--- config.mk ---
export PLATFORM = sky130hd
export DESIGN_NAME = tas_top
export DESIGN_NICKNAME = d
export VERILOG_FILES = /design/src/hdl/tas_pkg.sv /design/src/hdl/tas_detect.sv /design/src/hdl/tas_top.sv
export VERILOG_INCLUDE_DIRS = /design/src /design/src/hdl
export SDC_FILE = /design/constraint.sdc
export NUM_CORES = 1
export LEC_CHECK = 0
export ABC_CLOCK_PERIOD_IN_PS = 7100
export BUFFER_PORTS_ARGS = -buffer_cell sky130_fd_sc_hd__buf_2
export CORE_AREA = 2 2 226 228
export DETAILED_ROUTE_END_ITERATION = 12
export DIE_AREA = 0 0 228 230
export HOLD_SLACK_MARGIN = 0.1
export PLACE_DENSITY_LB_ADDON = 0.05
export SYNTH_ARGS = -nofsm -noshare
export SYNTH_HDL_FRONTEND = slang
export SYNTH_HIERARCHICAL = 1
export SYNTH_SLANG_ARGS = --single-unit
export TNS_END_PERCENT = 5
--- constraint.sdc ---
create_clock -name CLK -period 7.1 [get_ports CLK]
set_input_delay 1.42 -clock CLK [delete_from_list [all_inputs] [get_ports CLK]]
set_output_delay 1.42 -clock CLK [all_outputs]
set_load 0.01 [all_outputs]
--- src/hdl/tas_defs.svh ---
// Constants of the touch acquisition sequencer: sizes, reset values, timing.
// Assumes a 10 MHz core clock and a 10-bit converter in the analog front end.
// Function
// RL1: Digitise the capacitor mid-point with 10-bit converter
// RL2: Calibrate every enabled button at power-up first
// RL3: Match compensation capacitor, target signal near 512
// RL4: Store matched signal as the button reference
// RL5: Repeat measurements at configured measurement period
// RL6: Delta equals signal minus stored reference
// RL7: Integrate detect before declaring touch above threshold
// RL8: Release below threshold minus hysteresis, after integration
// RL9: Freeze drift on all buttons while any touched
// RL10: Twelve physical buttons plus four lumped buttons
// RL11: Scan buttons one at a time, ascending
// RL12: Reset default enables buttons 0-11 only
// RL13: Skip disabled or suspended buttons in the scan
// RL14: All suspended triggers watchdog reset if enabled
// RL15: Shield mode removes button 11 from sensing
// RL16: Enable writes take effect after next reset
// RL17: Host writes enable, then persist, then restart
// RL18: Suspend removes button from scan at once
// RL19: Power-up clears suspends; host must reissue them
// RL20: Calibrate request recalibrates button next cycle
// RL21: Host should recalibrate after long suspension
// RL22: Hysteresis is a fraction of the threshold
// RL23: Calibrate bit clears itself when recalibration completes
`ifndef TAS_DEFS_SVH
`define TAS_DEFS_SVH

`define TAS_NBTN 16
`define TAS_ADC_W 10
`define TAS_CAP_W 8
`define TAS_DLT_W 11
`define TAS_EN_DEFAULT 16'h0FFF
`define TAS_SHIELD_MASK 16'h0800
`define TAS_LAST_BTN 4'hF
`define TAS_CAL_TARGET 10'h200
`define TAS_CAP_MID 8'h80
`define TAS_CAL_STEPS 4'h8
`define TAS_CLK_MHZ 10
`define TAS_TICK_US 100
`define TAS_TICK_CYCLES (`TAS_TICK_US * `TAS_CLK_MHZ)
`define TAS_WDT_US 200
`define TAS_WDT_CYCLES (`TAS_WDT_US * `TAS_CLK_MHZ)
`define TAS_CNT_W 12

`endif

--- src/hdl/tas_pkg.sv ---
// Types of the touch acquisition sequencer: scan phases and the state record.
// Assumes tas_defs.svh is on the include path.
`include "tas_defs.svh"

package tas_pkg;

	typedef enum logic [1:0] {
		TAS_IDLE,
		TAS_CONVERT,
		TAS_WAIT,
		TAS_EVAL
	} tas_phase_e;

	typedef logic [`TAS_NBTN-1:0] tas_mask_t;
	typedef logic signed [`TAS_DLT_W-1:0] tas_delta_t;

	typedef struct packed {
		tas_phase_e phase;
		tas_mask_t en_pend;
		tas_mask_t en_saved;
		tas_mask_t en_act;
		tas_mask_t susp;
		tas_mask_t cal;
		tas_mask_t touch;
		logic [`TAS_NBTN-1:0][`TAS_ADC_W-1:0] refv;
		logic [`TAS_NBTN-1:0][3:0] dcnt;
		logic [`TAS_NBTN-1:0][`TAS_CAP_W-1:0] cap;
		logic [3:0] btn;
		logic [3:0] cal_step;
		logic [`TAS_CAP_W-1:0] cal_bit;
		logic [`TAS_CAP_W-1:0] cap_out;
		logic [3:0] adc_btn;
		logic adc_start;
		logic done_s1;
		logic done_s2;
		logic done_s3;
		logic [`TAS_ADC_W-1:0] data_s1;
		logic [`TAS_ADC_W-1:0] data_s2;
		logic [`TAS_ADC_W-1:0] sig;
		tas_delta_t delta;
		logic [`TAS_CNT_W-1:0] tick_cnt;
		logic [7:0] period_cnt;
		logic [`TAS_CNT_W-1:0] wdt_cnt;
		logic wdt_rst;
		logic init_done;
		logic drift_frozen;
	} tas_state_s;

endpackage

--- src/hdl/tas_detect.sv ---
// Touch decision for one button: threshold, hysteresis, detect integration.
// Purely combinational; the caller keeps touch state and counter per button.
`timescale 1ns/1ps
`default_nettype none

module tas_detect (
	input wire tas_pkg::tas_delta_t delta,
	input wire logic [7:0] threshold,
	input wire logic [1:0] hyst_sel,
	input wire logic [3:0] di_limit,
	input wire logic touched,
	input wire logic [3:0] count,
	output logic touched_nxt,
	output logic [3:0] count_nxt
);
	import tas_pkg::*;

	logic [7:0] hyst;
	logic [7:0] release_lvl;
	logic [3:0] di_eff;
	logic [3:0] cnt_inc;

	always_comb begin
		// Hysteresis is a power-of-two fraction: 1/2, 1/4, 1/8, 1/16
		hyst = threshold >> ({1'b0, hyst_sel} + 3'h1); // [RL22]
		release_lvl = threshold - hyst;
		// A zero limit would confirm at once anyway; it counts as one
		di_eff = (di_limit == 4'h0) ? 4'h1 : di_limit;
		cnt_inc = count + 4'h1;
		touched_nxt = touched;
		count_nxt = 4'h0;
		if (!touched) begin
			if (delta > $signed({3'h0, threshold})) begin // [RL7]
				if (cnt_inc >= di_eff) begin
					touched_nxt = 1'b1;
				end else begin
					count_nxt = cnt_inc;
				end
			end
		end else begin
			if (delta < $signed({3'h0, release_lvl})) begin // [RL8]
				if (cnt_inc >= di_eff) begin
					touched_nxt = 1'b0;
				end else begin
					count_nxt = cnt_inc;
				end
			end
		end
	end

endmodule // tas_detect

`default_nettype wire

--- src/hdl/tas_top.sv ---
// Touch acquisition sequencer: scan order, calibration, delta, detect, drift.
// Assumes an analog front end that converts on ADC_START and toggles
// ADC_DONE, and host register logic on CLK that drives the control ports.
`timescale 1ns/1ps
`default_nettype none
`include "tas_defs.svh"

module tas_top (
	input wire logic CLK,
	input wire logic RESET_N,
	input wire logic EN_WR,
	input wire tas_pkg::tas_mask_t EN_DATA,
	input wire logic PERSIST,
	input wire logic RESTART,
	input wire logic SUSP_WR,
	input wire tas_pkg::tas_mask_t SUSP_DATA,
	input wire tas_pkg::tas_mask_t CAL_REQ,
	input wire logic SHIELD_MODE,
	input wire logic WDT_ENABLE,
	input wire logic [7:0] THRESHOLD,
	input wire logic [1:0] HYST_SEL,
	input wire logic [3:0] DI_LIMIT,
	input wire logic [7:0] MEAS_PERIOD,
	input wire logic ADC_DONE,
	input wire logic [`TAS_ADC_W-1:0] ADC_DATA,
	output logic ADC_START,
	output logic [3:0] ADC_BUTTON,
	output logic [`TAS_CAP_W-1:0] COMP_CAP,
	output tas_pkg::tas_mask_t TOUCH,
	output tas_pkg::tas_mask_t CAL_PENDING,
	output tas_pkg::tas_mask_t ENABLED,
	output tas_pkg::tas_mask_t SUSPENDED,
	output logic [`TAS_ADC_W-1:0] SIGNAL,
	output tas_pkg::tas_delta_t DELTA,
	output logic DRIFT_FROZEN,
	output logic CAL_DONE,
	output logic WDT_RESET
);
	import tas_pkg::*;

	tas_state_s st_r;
	tas_state_s st_nxt;

	tas_mask_t act_mask;
	tas_mask_t sense_mask;
	logic [4:0] nxt_hit;
	logic done_evt;
	logic tick;
	logic advance;
	logic stuck;
	logic wdt_fire;
	logic restart;
	logic [`TAS_CAP_W-1:0] trial;
	tas_delta_t cur_delta;
	logic det_touch;
	logic [3:0] det_cnt;

	// First set bit of mask at or above index from; bit 4 flags a hit
	function automatic logic [4:0] find_next(input tas_mask_t mask,
			input logic [4:0] from);
		logic [4:0] r;
		r = 5'h00;
		for (int i = `TAS_NBTN - 1; i >= 0; i--) begin
			if (i >= int'(from) && mask[i]) begin
				r = {1'b1, 4'(i)};
			end
		end
		return r;
	endfunction

	function automatic tas_delta_t calc_delta(input logic [`TAS_ADC_W-1:0] s,
			input logic [`TAS_ADC_W-1:0] rv);
		return $signed({1'b0, s}) - $signed({1'b0, rv}); // [RL6]
	endfunction

	assign cur_delta = calc_delta(st_r.sig, st_r.refv[st_r.btn]);

	tas_detect u_detect (
		.delta(cur_delta),
		.threshold(THRESHOLD),
		.hyst_sel(HYST_SEL),
		.di_limit(DI_LIMIT),
		.touched(st_r.touch[st_r.btn]),
		.count(st_r.dcnt[st_r.btn]),
		.touched_nxt(det_touch),
		.count_nxt(det_cnt)
	);

	always_comb begin
		st_nxt = st_r;
		st_nxt.adc_start = 1'b0;
		st_nxt.wdt_rst = 1'b0;
		advance = 1'b0;
		nxt_hit = 5'h00;
		trial = st_r.cap[st_r.btn];

		// Three flops on the converter handshake; data is held by the front
		// end from before the toggle, so a bus sample is stable by the edge
		st_nxt.done_s1 = ADC_DONE;
		st_nxt.done_s2 = st_r.done_s1;
		st_nxt.done_s3 = st_r.done_s2;
		st_nxt.data_s1 = ADC_DATA;
		st_nxt.data_s2 = st_r.data_s1;
		done_evt = st_r.done_s2 ^ st_r.done_s3;

		// Base tick of the measurement period
		tick = (st_r.tick_cnt == `TAS_CNT_W'(`TAS_TICK_CYCLES - 1));
		st_nxt.tick_cnt = tick ? '0 : st_r.tick_cnt + 1'b1;
		if (tick && st_r.period_cnt != 8'h00) begin
			st_nxt.period_cnt = st_r.period_cnt - 8'h01;
		end

		// Shield line and suspends drop out of the scan right away
		sense_mask = st_r.en_act & ~(SHIELD_MODE ? `TAS_SHIELD_MASK : '0); // [RL15]
		act_mask = sense_mask & ~st_r.susp; // [RL13] [RL18]

		// Enable writes wait in a pending copy, then a saved copy, until a restart
		if (EN_WR) begin
			st_nxt.en_pend = EN_DATA; // [RL16]
		end
		if (PERSIST) begin
			st_nxt.en_saved = st_r.en_pend; // [RL17]
		end
		if (SUSP_WR) begin
			st_nxt.susp = SUSP_DATA; // [RL18]
		end

		unique case (st_r.phase)
			TAS_IDLE: begin
				// One pass per period, always from button 0 upward
				if (st_r.period_cnt == 8'h00) begin // [RL5]
					st_nxt.period_cnt = MEAS_PERIOD;
					nxt_hit = find_next(act_mask, 5'h00); // [RL11]
					if (nxt_hit[4]) begin
						st_nxt.btn = nxt_hit[3:0];
						st_nxt.phase = TAS_CONVERT;
					end
				end
			end
			TAS_CONVERT: begin
				if (st_r.cal[st_r.btn] && st_r.cal_step == 4'h0) begin
					// Successive approximation starts at mid-scale
					st_nxt.cap[st_r.btn] = `TAS_CAP_MID; // [RL3]
					st_nxt.cal_bit = `TAS_CAP_MID;
					st_nxt.cap_out = `TAS_CAP_MID;
				end else begin
					st_nxt.cap_out = st_r.cap[st_r.btn];
				end
				st_nxt.adc_start = 1'b1; // [RL1]
				st_nxt.adc_btn = st_r.btn;
				st_nxt.phase = TAS_WAIT;
			end
			TAS_WAIT: begin
				if (done_evt) begin
					st_nxt.sig = st_r.data_s2; // [RL1]
					st_nxt.phase = TAS_EVAL;
				end
			end
			TAS_EVAL: begin
				// A request landing mid-measurement waits for its next
				// conversion; only a started search is continued here
				if (st_r.cal[st_r.btn] &&
						(st_r.cal_step != 4'h0 || st_r.cal_bit != '0)) begin
					if (st_r.cal_step != `TAS_CAL_STEPS) begin
						// Low signal means the trial capacitor is too large
						if (st_r.sig < `TAS_CAL_TARGET) begin // [RL3]
							trial = trial & ~st_r.cal_bit;
						end
						st_nxt.cal_bit = st_r.cal_bit >> 1;
						trial = trial | st_nxt.cal_bit;
						st_nxt.cap[st_r.btn] = trial;
						st_nxt.cal_step = st_r.cal_step + 4'h1;
						st_nxt.phase = TAS_CONVERT;
					end else begin
						// Last conversion with matched capacitor
						st_nxt.refv[st_r.btn] = st_r.sig; // [RL4]
						st_nxt.cal[st_r.btn] = 1'b0; // [RL23]
						st_nxt.cal_step = 4'h0;
						st_nxt.touch[st_r.btn] = 1'b0;
						st_nxt.dcnt[st_r.btn] = 4'h0;
						advance = 1'b1;
					end
				end else begin
					// Only calibrated buttons reach detection
					st_nxt.delta = cur_delta; // [RL2] [RL6]
					st_nxt.touch[st_r.btn] = det_touch; // [RL7] [RL8]
					st_nxt.dcnt[st_r.btn] = det_cnt;
					// Drift one count per quiet measurement; slow but it
					// keeps the reference from chasing a slow touch
					if (st_r.touch == '0 && det_cnt == 4'h0) begin // [RL9]
						if (cur_delta > 0) begin
							st_nxt.refv[st_r.btn] = st_r.refv[st_r.btn] + 1'b1;
						end else if (cur_delta < 0) begin
							st_nxt.refv[st_r.btn] = st_r.refv[st_r.btn] - 1'b1;
						end
					end
					advance = 1'b1;
				end
				if (advance) begin
					st_nxt.phase = TAS_IDLE;
					if (st_r.btn != `TAS_LAST_BTN) begin
						nxt_hit = find_next(act_mask, {1'b0, st_r.btn} + 5'h01); // [RL11] [RL13]
						if (nxt_hit[4]) begin
							st_nxt.btn = nxt_hit[3:0];
							st_nxt.phase = TAS_CONVERT;
						end
					end
					if (st_nxt.phase == TAS_IDLE &&
							(st_nxt.cal & sense_mask) == '0) begin
						st_nxt.init_done = 1'b1; // [RL2]
					end
				end
			end
		endcase

		st_nxt.drift_frozen = (st_nxt.touch != '0); // [RL9]

		// Request bits win over the self-clear in the same cycle
		st_nxt.cal = st_nxt.cal | CAL_REQ; // [RL20] [RL23]

		// Every sensing button suspended: nothing left to scan
		stuck = (sense_mask != '0) && (act_mask == '0);
		if (stuck && WDT_ENABLE) begin // [RL14]
			st_nxt.wdt_cnt = st_r.wdt_cnt + 1'b1;
		end else begin
			st_nxt.wdt_cnt = '0;
		end
		wdt_fire = stuck && WDT_ENABLE &&
			(st_r.wdt_cnt == `TAS_CNT_W'(`TAS_WDT_CYCLES - 1)); // [RL14]
		st_nxt.wdt_rst = wdt_fire;
		restart = RESTART || wdt_fire;

		if (restart) begin
			st_nxt.en_act = st_r.en_saved; // [RL16]
			st_nxt.susp = '0; // [RL19]
			st_nxt.cal = st_r.en_saved; // [RL2]
			st_nxt.touch = '0;
			st_nxt.dcnt = '0;
			st_nxt.cal_step = 4'h0;
			st_nxt.cal_bit = '0;
			st_nxt.period_cnt = 8'h00;
			st_nxt.init_done = 1'b0;
			st_nxt.drift_frozen = 1'b0;
			st_nxt.phase = TAS_IDLE;
		end

		// Hardware reset stands for power-up: stored enables return to default
		if (!RESET_N) begin
			st_nxt = '0;
			// Synchroniser keeps following the pin, so no false done
			// edge appears once reset is released
			st_nxt.done_s1 = ADC_DONE;
			st_nxt.done_s2 = st_r.done_s1;
			st_nxt.done_s3 = st_r.done_s2;
			st_nxt.en_pend = `TAS_EN_DEFAULT; // [RL12]
			st_nxt.en_saved = `TAS_EN_DEFAULT;
			st_nxt.en_act = `TAS_EN_DEFAULT; // [RL10] [RL12]
			st_nxt.cal = `TAS_EN_DEFAULT; // [RL2] [RL19]
		end
	end

	always_ff @(posedge CLK) begin
		st_r <= st_nxt;
	end

	assign ADC_START = st_r.adc_start;
	assign ADC_BUTTON = st_r.adc_btn;
	assign COMP_CAP = st_r.cap_out;
	assign TOUCH = st_r.touch;
	assign CAL_PENDING = st_r.cal;
	assign ENABLED = st_r.en_act;
	assign SUSPENDED = st_r.susp;
	assign SIGNAL = st_r.sig;
	assign DELTA = st_r.delta;
	assign DRIFT_FROZEN = st_r.drift_frozen;
	assign CAL_DONE = st_r.init_done;
	assign WDT_RESET = st_r.wdt_rst;

endmodule // tas_top

`default_nettype wire

# Yosys cells after proc, flatten, opt, wreduce, memory -nomap -nowiden

Index checks and enable logic that the tools add are counted.
Widths: inputs -> output; s select.

$add $sub $neg: 11
Multipliers: 0
Div/mod/pow operators: 0
Order comparisons: 24
Equal/unequal tests: 19
Shifts and indexed selects: 1
Mux-type cells: 119
Bitwise gates (word level): 20
Reduce and logical (&&, ||, !) cells: 57

Operators by type and width:

| kind               | number |
|---|---|
| $mux 256           | 2 |
| $bwmux 160         | 3 |
| $mux 160           | 3 |
| $mux 128           | 3 |
| $pmux 128 s2       | 1 |
| $mux 240           | 1 |
| $mux 5             | 37 |
| $bwmux 128         | 1 |
| $and 112x112->112  | 1 |
| $not 112->112      | 1 |
| $mux 8             | 12 |
| $and 16x16->16     | 5 |
| $and 64x64->64     | 1 |
| $bwmux 64          | 1 |
| $not 64->64        | 1 |
| $mux 4             | 13 |
| $logic_not 16->1   | 3 |
| $bmux 10 s4        | 1 |
| $demux 10 s4       | 1 |
| $ge 4x5->1 const A | 8 |
| $bmux 8 s4         | 1 |
| $demux 8 s4        | 1 |
| $mux 16            | 2 |
| $mux 32            | 1 |
| other kinds (64)   | 147 |

Bits in registers: 558
Bits in latches: 0
RAM bits: 0
Bits in read-only memories: 0
Bits of input ports: 89
Output and inout bits: 101
Logic and storage cells: 325
Memories kept: 0

# Logic depth before layout (Yosys ltp)

Gate-level depths: netlist of the first run.

Word-level depth: 31
Depth in mapped cells: 29
Mapped depth without buffers: 25

# Modules after synthesis

The synthesis of the first run kept the hierarchy.

Modules (own cells, without submodules):

| module     | instances | cells an instance | area each (µm²) | sequential area each (µm²) |
|---|---|---|---|---|
| tas_top    | 1         | 3390              | 28617.4         | 11170.7 |
| tas_detect | 1         | 131               | 987.2           | 0.0 |

# Least setup slack after synthesis of the first run

Ideal clock, no wire load.

Path type: register -> register
Start point: reg st_r[104] (netlist bit)
End point: reg st_r[312] (netlist bit)
Library setup time: 0.133 ns
Data arrival time: 6.399 ns
Data required time: 6.967 ns
Setup slack: 0.569 ns
Cell stages (with the launch flop): 27
Path buffers: 3
Period minus slack after synthesis: 6.531 ns
Cells stage by stage: dfxtp_1 -> buf_4 -> mux4_2 -> a22o_1 -> a221o_1 -> clkbuf_1 -> clkinv_1 -> clkbuf_1 -> ha_1 -> o21a_1 -> o21a_1 -> o22ai_1 -> o21ai_1 -> inv_1 -> or3_4 -> a211oi_1 -> nand3_1 -> a41oi_1 -> nor3b_1 -> nor4_1 -> nand4_1 -> a2111oi_4 -> nor2_2 -> a311oi_4 -> a21boi_1 -> a21o_1 -> a21oi_1

Elaborated cells on any way between the ends: 41
Those cells by class: add/sub: 4; order compare: 7; eq/ne: 1; mux: 22; reduce/logical: 7

RTL lines:

| item                                       | line                               | RTL |
|---|---|---|
| start, declared                            | tas_top.sv:41                      | `tas_state_s st_r;` |
| start signal, assigned                     | tas_top.sv:263                     | `st_r <= st_nxt;` |
| $bmux 10 s4 *                              | tas_top.sv:76                      | `assign cur_delta = calc_delta(st_r.sig, st_r.refv[st_r.btn]);` |
| $mux 10 (not written as such) *            | tas_top.sv:76                      |  |
| $sub 10x10->11 *                           | tas_top.sv:73                      | `return $signed({1'b0, s}) - $signed({1'b0, rv});` |
| named net cur_delta[10]                    | tas_top.sv:54                      | `tas_delta_t cur_delta;` |
| $gt 11x9->1 or $lt 11x9->1 (tied branches) | tas_detect.sv:33, tas_detect.sv:41 |  |
| $mux 4, on equally long branches           | tas_detect.sv:33, tas_detect.sv:41 |  |
| $mux 4 *                                   | tas_detect.sv:32                   | `if (!touched) begin` |
| named net det_cnt[1]                       | tas_top.sv:56                      | `logic [3:0] det_cnt;` |
| $logic_not 4->1 *                          | tas_top.sv:190                     | `if (st_r.touch == '0 && det_cnt == 4'h0) begin` |
| $logic_and 1x1->1 *                        | tas_top.sv:190                     |  |
| $reduce_bool 2->1 (no line) *              | --                                 |  |
| $reduce_and 4->1 (no line) *               | --                                 |  |

The timed path passes the listed nets; every way through them passes the cells marked *. The select of a mux whose other input is x is not followed.
A chain may end at the register's enable or synchronous reset.

# Final worst setup path of the first run

Start point: reg st_r[104] (netlist bit)
End point: reg st_r[360] (netlist bit)

Same word-level chain as after synthesis.

==> out/summary.txt, run 1 <==
Seq/Total Area, Yosys: 37.73%
Hold-fix buffers at CTS: 0
Core footprint: 0.04986 mm2
Top-count cell post-synth: dfxtp_1
Gr usage total: 36.95%
Mapped Area: 0.02960 mm2
Initial antenna violation count: 0
1st-iter DRT viols: 3418
Yosys reg bits: 558
Worst-Margin Slew: 1.329 ns
Crit-path slowest cell: mux4_2
Post-synthesis simple-gate area fraction: 17.43%
Layout cells sized above 1: 16.45%
Final min period: 6.767 ns
Worst clock skew: 0.01947 ns
Placed cell area: 0.03044 mm2
Starting Density: 59.37%
Clock share of power: 37.2%
CP peak stage delay: 0.56 ns
Adder-Cell Fraction of Synth Area: 2.460%
FF+latch area: 0.01118 mm2
Syn nets: 3667
Synth warn: 6
CTS root buf: clkbuf_16
Mapped Cells: 3521
Die width: 228 um
Final setup fails: 0
Setup tns final: 0 ns
Max Clk Rate: 147.8 MHz
Share of the synthesized area in the top cell type: 37.73%
Non-Filler Instances: 4242
Die area: 0.05244 mm2
Drt pass-1 iters: 9
Final nets: 3667
Startpoint Class: flip-flop
Synth cell count leaders: dfxtp_1 (558), nand2_1 (423), nor2_1 (380), a21oi_1 (302), o21ai_0 (259)
Vias in the first global route: 26356
Pwr/cell area: 278.5 mW/mm2
Synth cell types: 86
Routability cong.: 0.9720
CP max FO: 9
CTS tree: built
Asr flop ratio synth: 0%
DRC viols: 0
Final core utilization: 65.79%
Bufs and invs on worst path: 4
Max Cap Viol: 0
Final Cycle Share: 95.31%
Via density per instance: 6.557
Delay-heaviest family, CP: compound AO/OA/AOI/OAI gates
DP HPWL: 68800 um
Area occupied by multi-input gates: 0.01642 mm2
Area growth, synth to finish: 10.81%
Worst EP required: 7.64 ns
Crit Path Class: flip-flop to flip-flop
Detailed Route WL: 100200 um
Clock buffer depth: 3
Crit end category: flip-flop
Final slew viol count: 0
Fin area: 0.03280 mm2
Complex-gate fraction of the synthesized area: 21.41%
Inserted Clock Buffers: 60
Global route total overflow: 0
Via count: 27813
Site row count: 82
Final Hold Fails: 0
Placed Cells: 4116
Largest net degree at the start of global routing: 127
Syn Area/Cell: 8.408 um2
Slew headroom: 11.09%
Leak pwr: 12.41 nW
CTS sink count: 558
H-tree Lvls: 2
Mux cell area share after synthesis: 12.36%
Internal: 6.034 mW
Routed wire length per instance: 23.63 um
Synth area leader: dfxtp_1
Post-route setup slack: 0.3328 ns
Fillers: 4233
Min-Delay Path Class: flip-flop to flip-flop
First-pass GRT wire length: 153100 um
Top Ports: 190
Main synth FF type: dfxtp_1
Detail Route Antenna Nets: 0
Switching share of power: 33.97%
Post-synthesis xor/xnor area fraction: 1.479%
Critical path arrival: 7.31 ns
Pre-CTS setup slack: 0.01878 ns
Worst-skew pair later-pin latency: 0.64 ns
Ranking of synthesized cells by area: dfxtp_1 (38%), mux4_2 (8.4%), nand2_1 (5.4%)
Die H: 230 um
Sequential Power Share: 35.5%
Worst-path clk slew: 0.06 ns
P_sw: 3.104 mW
Main combinational cell family by area after synthesis: compound AO/OA/AOI/OAI gates
VDD IR max: 0.2778 mV
Status: finished clean
Post-synth EDFFs: 0
Port Buffers: 189
Combinational share of power: 27.3%
-- layout make-up --
class / instances / area share, %
inverters: 59 / 0.6904
multi-input cells: 2523 / 50.05
well taps: 672 / 2.563
repair buffers: 319 / 6.042
flip-flops and latches: 558 / 34.08
diodes: 1 / 0.007628
clock inverters: 29 / 1.320
clock buffers: 81 / 5.244
-- final timing paths --
kind / from / to / slack (ns) / cells after the start
setup / recovery: st_r[104]$_SDFFE_PN0P_ / st_r[360]$_SDFFE_PN0P_ / 0.33 / 25
setup reg to reg: st_r[104]$_SDFFE_PN0P_ / st_r[360]$_SDFFE_PN0P_ / 0.33 / 25
hold reg to reg: st_r[78]$_DFF_P_ / st_r[77]$_DFF_P_ / 0.34 / 0
hold / removal: st_r[78]$_DFF_P_ / st_r[77]$_DFF_P_ / 0.34 / 0
-- through the flow --
step                hold slack (ns)  power, mW
finish                       0.3356      9.138
global route                 0.3471      9.407
CTS                          0.3365      9.022
detailed placement           0.3218      5.650
global placement             0.3205      5.624
floorplan                    0.3096      4.900
-- cell families (layout without fill, tap and decap cells) --
kind of cell	after synthesis	in the layout
AND/OR/NAND/NOR	1153	1153
AO/OA/AOI/OAI	1037	1037
flip-flops	558	558
buffers and inverters	440	488
multiplexers	226	226
adder cells (fa/ha/maj)	57	57
XOR/XNOR	50	50
other	0	1
-- what timing repair did --
| action | 4_1_cts | 5_1_grt |
|---|---|---|
| setup buffers | 0 | 14 |
| pin swaps | 0 | 3 |
| setup endpoints to repair | 13 | 160 |
| hold endpoints to repair | 0 | 0 |
| gates resized for setup | 2 | 9 |
-- cell usage in the layout, fill, tap and decap left out, drive strengths merged, types with 26 or more instances in the layout --
master	n
dfxtp	558
nand2	424
nor2	381
buf	319
a21oi	307
o21ai	306
mux2i	112
mux4	111
a31oi	94
a22oi	90
clkbuf	81
nand3	62
a211oi	60
inv	58
ha	55
and2	49
or3	44
nor3	35
xnor2	34
and3	33
nand2b	29
nor2b	29
a21boi	27
o211ai	26
-- layer usage --
metal	vias to the layer above	wire [um]	GRT usage, %
met5	-	0	0
met3	329	10680	8.619
li1	12520	-	-
met4	0	4812	17.22
met2	1611	45680	59.14
met1	13353	39070	47.50
-- power groups by stage --
stage | Sequential [mW] | Clock, mW | Combinational, mW
global route | 3.25 | 3.54 | 2.62
global placement | 3.33 | 0 | 2.30
floorplan | 3.28 | 0 | 1.62
finish | 3.24 | 3.40 | 2.49
CTS | 3.26 | 3.42 | 2.34
detailed placement | 3.33 | 0 | 2.32
-- worst reg2reg max path, delay by kind of cell (launching register included) --
kind | cells | cell delay [ns]
adders and majority gates | 2 | 0.70
buffers and inverters | 4 | 0.61
muxes | 1 | 0.56
DFF | 1 | 0.41
and+or+nand+nor | 8 | 1.74
AOI/OAI and AO/OA | 10 | 2.66
-- state kept, by name (all words and copies together) (netlist names) --
signal / count
SIGNAL: 10
ADC_BUTTON: 4
DRIFT_FROZEN: 1
CAL_PENDING: 16
COMP_CAP: 8
SUSPENDED: 16
ENABLED: 16
st_r: 457
DELTA: 11
ADC_START: 1
TOUCH: 16
WDT_RESET: 1
CAL_DONE: 1
Power figures use the tool's default switching activity.
==> inputs of run 2 (changes only) <==
--- a/config.mk
+++ b/config.mk
@@ -13,6 +13,7 @@
 export DIE_AREA = 0 0 228 230
 export HOLD_SLACK_MARGIN = 0.1
 export PLACE_DENSITY_LB_ADDON = 0.05
+export RECOVER_POWER = 100
 export SYNTH_ARGS = -nofsm -noshare
 export SYNTH_HDL_FRONTEND = slang
 export SYNTH_HIERARCHICAL = 1
==> run 2 against run 1 <==
  * The flow now finishes with violations (capacitance limit, slew limit)
  * Cell area decreased by 0.68%
  * Global-route usage unchanged
  * Via count about the same
  * Combinational power about the same
  * Clock skew increased by 0.0012 ns
  * Cell count unchanged
==> out/summary.txt, run 2 (same netlist as run 1, synthesis figures left out) <==
Most common cell after layout, fill and taps aside: dfxtp_1 (unchanged)
Most frequent cells in the layout: dfxtp_1 (554), nand2_1 (423), nor2_1 (380) (was dfxtp_1 (554), nand2_1 (422), nor2_1 (380))
Final setup fails: 0 (unchanged)
Placed cell area: 0.03044 mm2 (unchanged)
Final min period: 6.821 ns (was 6.767 ns)
First-pass GRT wire length: 153100 um (unchanged)
Clock share of power: 37.3% (was 37.2%)
Die width: 228 um (unchanged)
Routability cong.: 0.9720 (unchanged)
Sequential Power Share: 35.5% (about the same)
Top Ports: 190 (unchanged)
Area occupied by multi-input gates: 0.01641 mm2 (was 0.01642 mm2)
Combinational share of power: 27.2% (was 27.3%)
Final Cycle Share: 96.07% (was 95.31%)
Switching share of power: 34.05% (was 33.97%)
Via density per instance: 6.562 (was 6.557)
Final nets: 3667 (unchanged)
FF+latch area: 0.01118 mm2 (unchanged)
Core footprint: 0.04986 mm2 (unchanged)
P_sw: 3.110 mW (was 3.104 mW)
Detail Route Antenna Nets: 0 (unchanged)
Die area: 0.05244 mm2 (unchanged)
Largest net degree at the start of global routing: 127 (unchanged)
VDD IR max: 0.2820 mV (was 0.2778 mV)
Gr usage total: 36.95% (unchanged)
Slew headroom: -211.7% (was 11.09%)
DRC viols: 0 (unchanged)
Routed wire length per instance: 23.59 um (was 23.63 um)
Vias in the first global route: 26356 (unchanged)
Max Clk Rate: 146.6 MHz (was 147.8 MHz)
CP max FO: 9 (unchanged)
Global route total overflow: 0 (unchanged)
DP HPWL: 68800 um (unchanged)
Crit end category: flip-flop (unchanged)
Initial antenna violation count: 0 (unchanged)
H-tree Lvls: 2 (unchanged)
Worst-skew pair later-pin latency: 0.64 ns (about the same)
Starting Density: 59.37% (unchanged)
Pwr/cell area: 280.4 mW/mm2 (was 278.5 mW/mm2)
Internal: 6.025 mW (was 6.034 mW)
Max Cap Viol: 4 (was 0)
Via count: 27834 (was 27813)
Worst clock skew: 0.02065 ns (was 0.01947 ns)
Clock buffer depth: 3 (unchanged)
Startpoint Class: flip-flop (unchanged)
Crit Path Class: flip-flop to flip-flop (unchanged)
Fillers: 4311 (was 4233)
Status: complete, but fails checks (was finished clean)
Final slew viol count: 251 (was 0)
Failing checks: capacitance limit, slew limit
Critical path arrival: 7.36 ns (was 7.31 ns)
Min-Delay Path Class: flip-flop to flip-flop (unchanged)
1st-iter DRT viols: 3177 (was 3418)
Drt pass-1 iters: 6 (was 9)
Inserted Clock Buffers: 60 (unchanged)
Detailed Route WL: 100100 um (was 100200 um)
Worst-path clk slew: 0.06 ns (about the same)
Worst EP required: 7.64 ns (about the same)
WHS Path Cells: 0 (unchanged)
CTS tree: built (unchanged)
Die H: 230 um (unchanged)
Layout cells sized above 1: 13.14% (was 16.45%)
Final Hold Fails: 0 (unchanged)
Largest register FFs: 457 (unchanged)
Cells on worst reg2reg path: 25 (unchanged)
Site row count: 82 (unchanged)
CTS root buf: clkbuf_16 (unchanged)
Register with the highest flop count: st_r (unchanged)
Leak pwr: 11.96 nW (was 12.41 nW)
Port Buffers: 189 (unchanged)
Hold slack: 0.3355 ns (was 0.3356 ns)
CTS sink count: 558 (unchanged)
Area growth, synth to finish: 10.05% (was 10.81%)
Fin area: 0.03258 mm2 (was 0.03280 mm2)
Worst-Margin Slew: 4.676 ns (was 1.329 ns)
## run 2: cell types whose count changed in the layout (fill, tap and decap cells not counted), sizes merged
cell / before / now
buf: 319 / 199
clkbuf: 81 / 201
## run 2: per-stage QoR
step                      cells  power, mW  util [%]  setup TNS (ns)  setup slack (ns)
after global placement     4116      5.624     61.05               0            0.1426
after global routing       4241      9.396     65.33        -0.01486         -0.008515
after floorplan            3521      4.900         -               0            0.5686
final                      4242      9.135     65.34               0            0.2791
after CTS                  4226      9.022     65.39               0           0.04017
after detailed placement   4116      5.650     61.05               0           0.01878
## run 2: power groups by stage
stage          Clock (mW)  Combinational [mW]  Sequential (mW)
2_1_floorplan           0                1.62             3.28
3_3_place_gp            0                2.30             3.33
3_5_place_dp            0                2.32             3.33
4_1_cts              3.42                2.34             3.26
5_1_grt              3.54                2.61             3.25
6_report             3.40                2.48             3.25
## run 2: timing repair
item | 4_1_cts | 5_1_grt
hold buffers | 0 | 0
pin swaps | 0 | 3
endpoints found under the setup margin | 13 | 160
resized for setup | 2 | 9
buffers inserted | 0 | 14
## run 2: path summary, 6_finish.rpt
kind | startpoint | to | slack [ns]
min reg2reg | st_r[78]$_DFF_P_ | st_r[77]$_DFF_P_ | 0.34
max | st_r[104]$_SDFFE_PN0P_ | st_r[360]$_SDFFE_PN0P_ | 0.28
min | st_r[78]$_DFF_P_ | st_r[77]$_DFF_P_ | 0.34
max reg2reg | st_r[104]$_SDFFE_PN0P_ | st_r[360]$_SDFFE_PN0P_ | 0.28
## run 2: routing by layer
metal  vias up  part of all wire [%]  GRT usage, %
met3       320                    11         8.619
met2      1604                    46         59.14
met5         -                     0             0
met4         0                   4.7         17.22
li1      12521                     -             -
met1     13389                    39         47.50
## run 2: final cells by class
class                           instances  share of cell area [%]
Sequential cell                       558                   34.32
Timing Repair Buffer                  319                   5.419
Antenna cell                            1                0.007681
Multi-Input combinational cell       2523                   50.37
Tap cell                              672                   2.581
Clock buffer                           81                   5.281
Inverter                               59                  0.6951
Clock inverter                         29                   1.329
## run 2: critical path, cell delays in order (launching register included)
cell	delay, ns
dfxtp_4	0.41
buf_12	0.14
mux4_2	0.56
a22oi_1	0.22
nand2_1	0.16
ha_1	0.26
fa_1	0.44
nand2b_1	0.20
a21oi_1	0.29
o22ai_1	0.19
o21ai_1	0.21
inv_1	0.08
or3_4	0.42
a211oi_1	0.25
nand3_1	0.16
a41oi_2	0.26
nor3b_1	0.12
nor4_2	0.38
nand4_1	0.21
a2111oi_4	0.35
buf_4	0.21
buf_4	0.18
o21ai_1	0.24
a21oi_2	0.43
nor2_1	0.11
a211oi_1	0.24
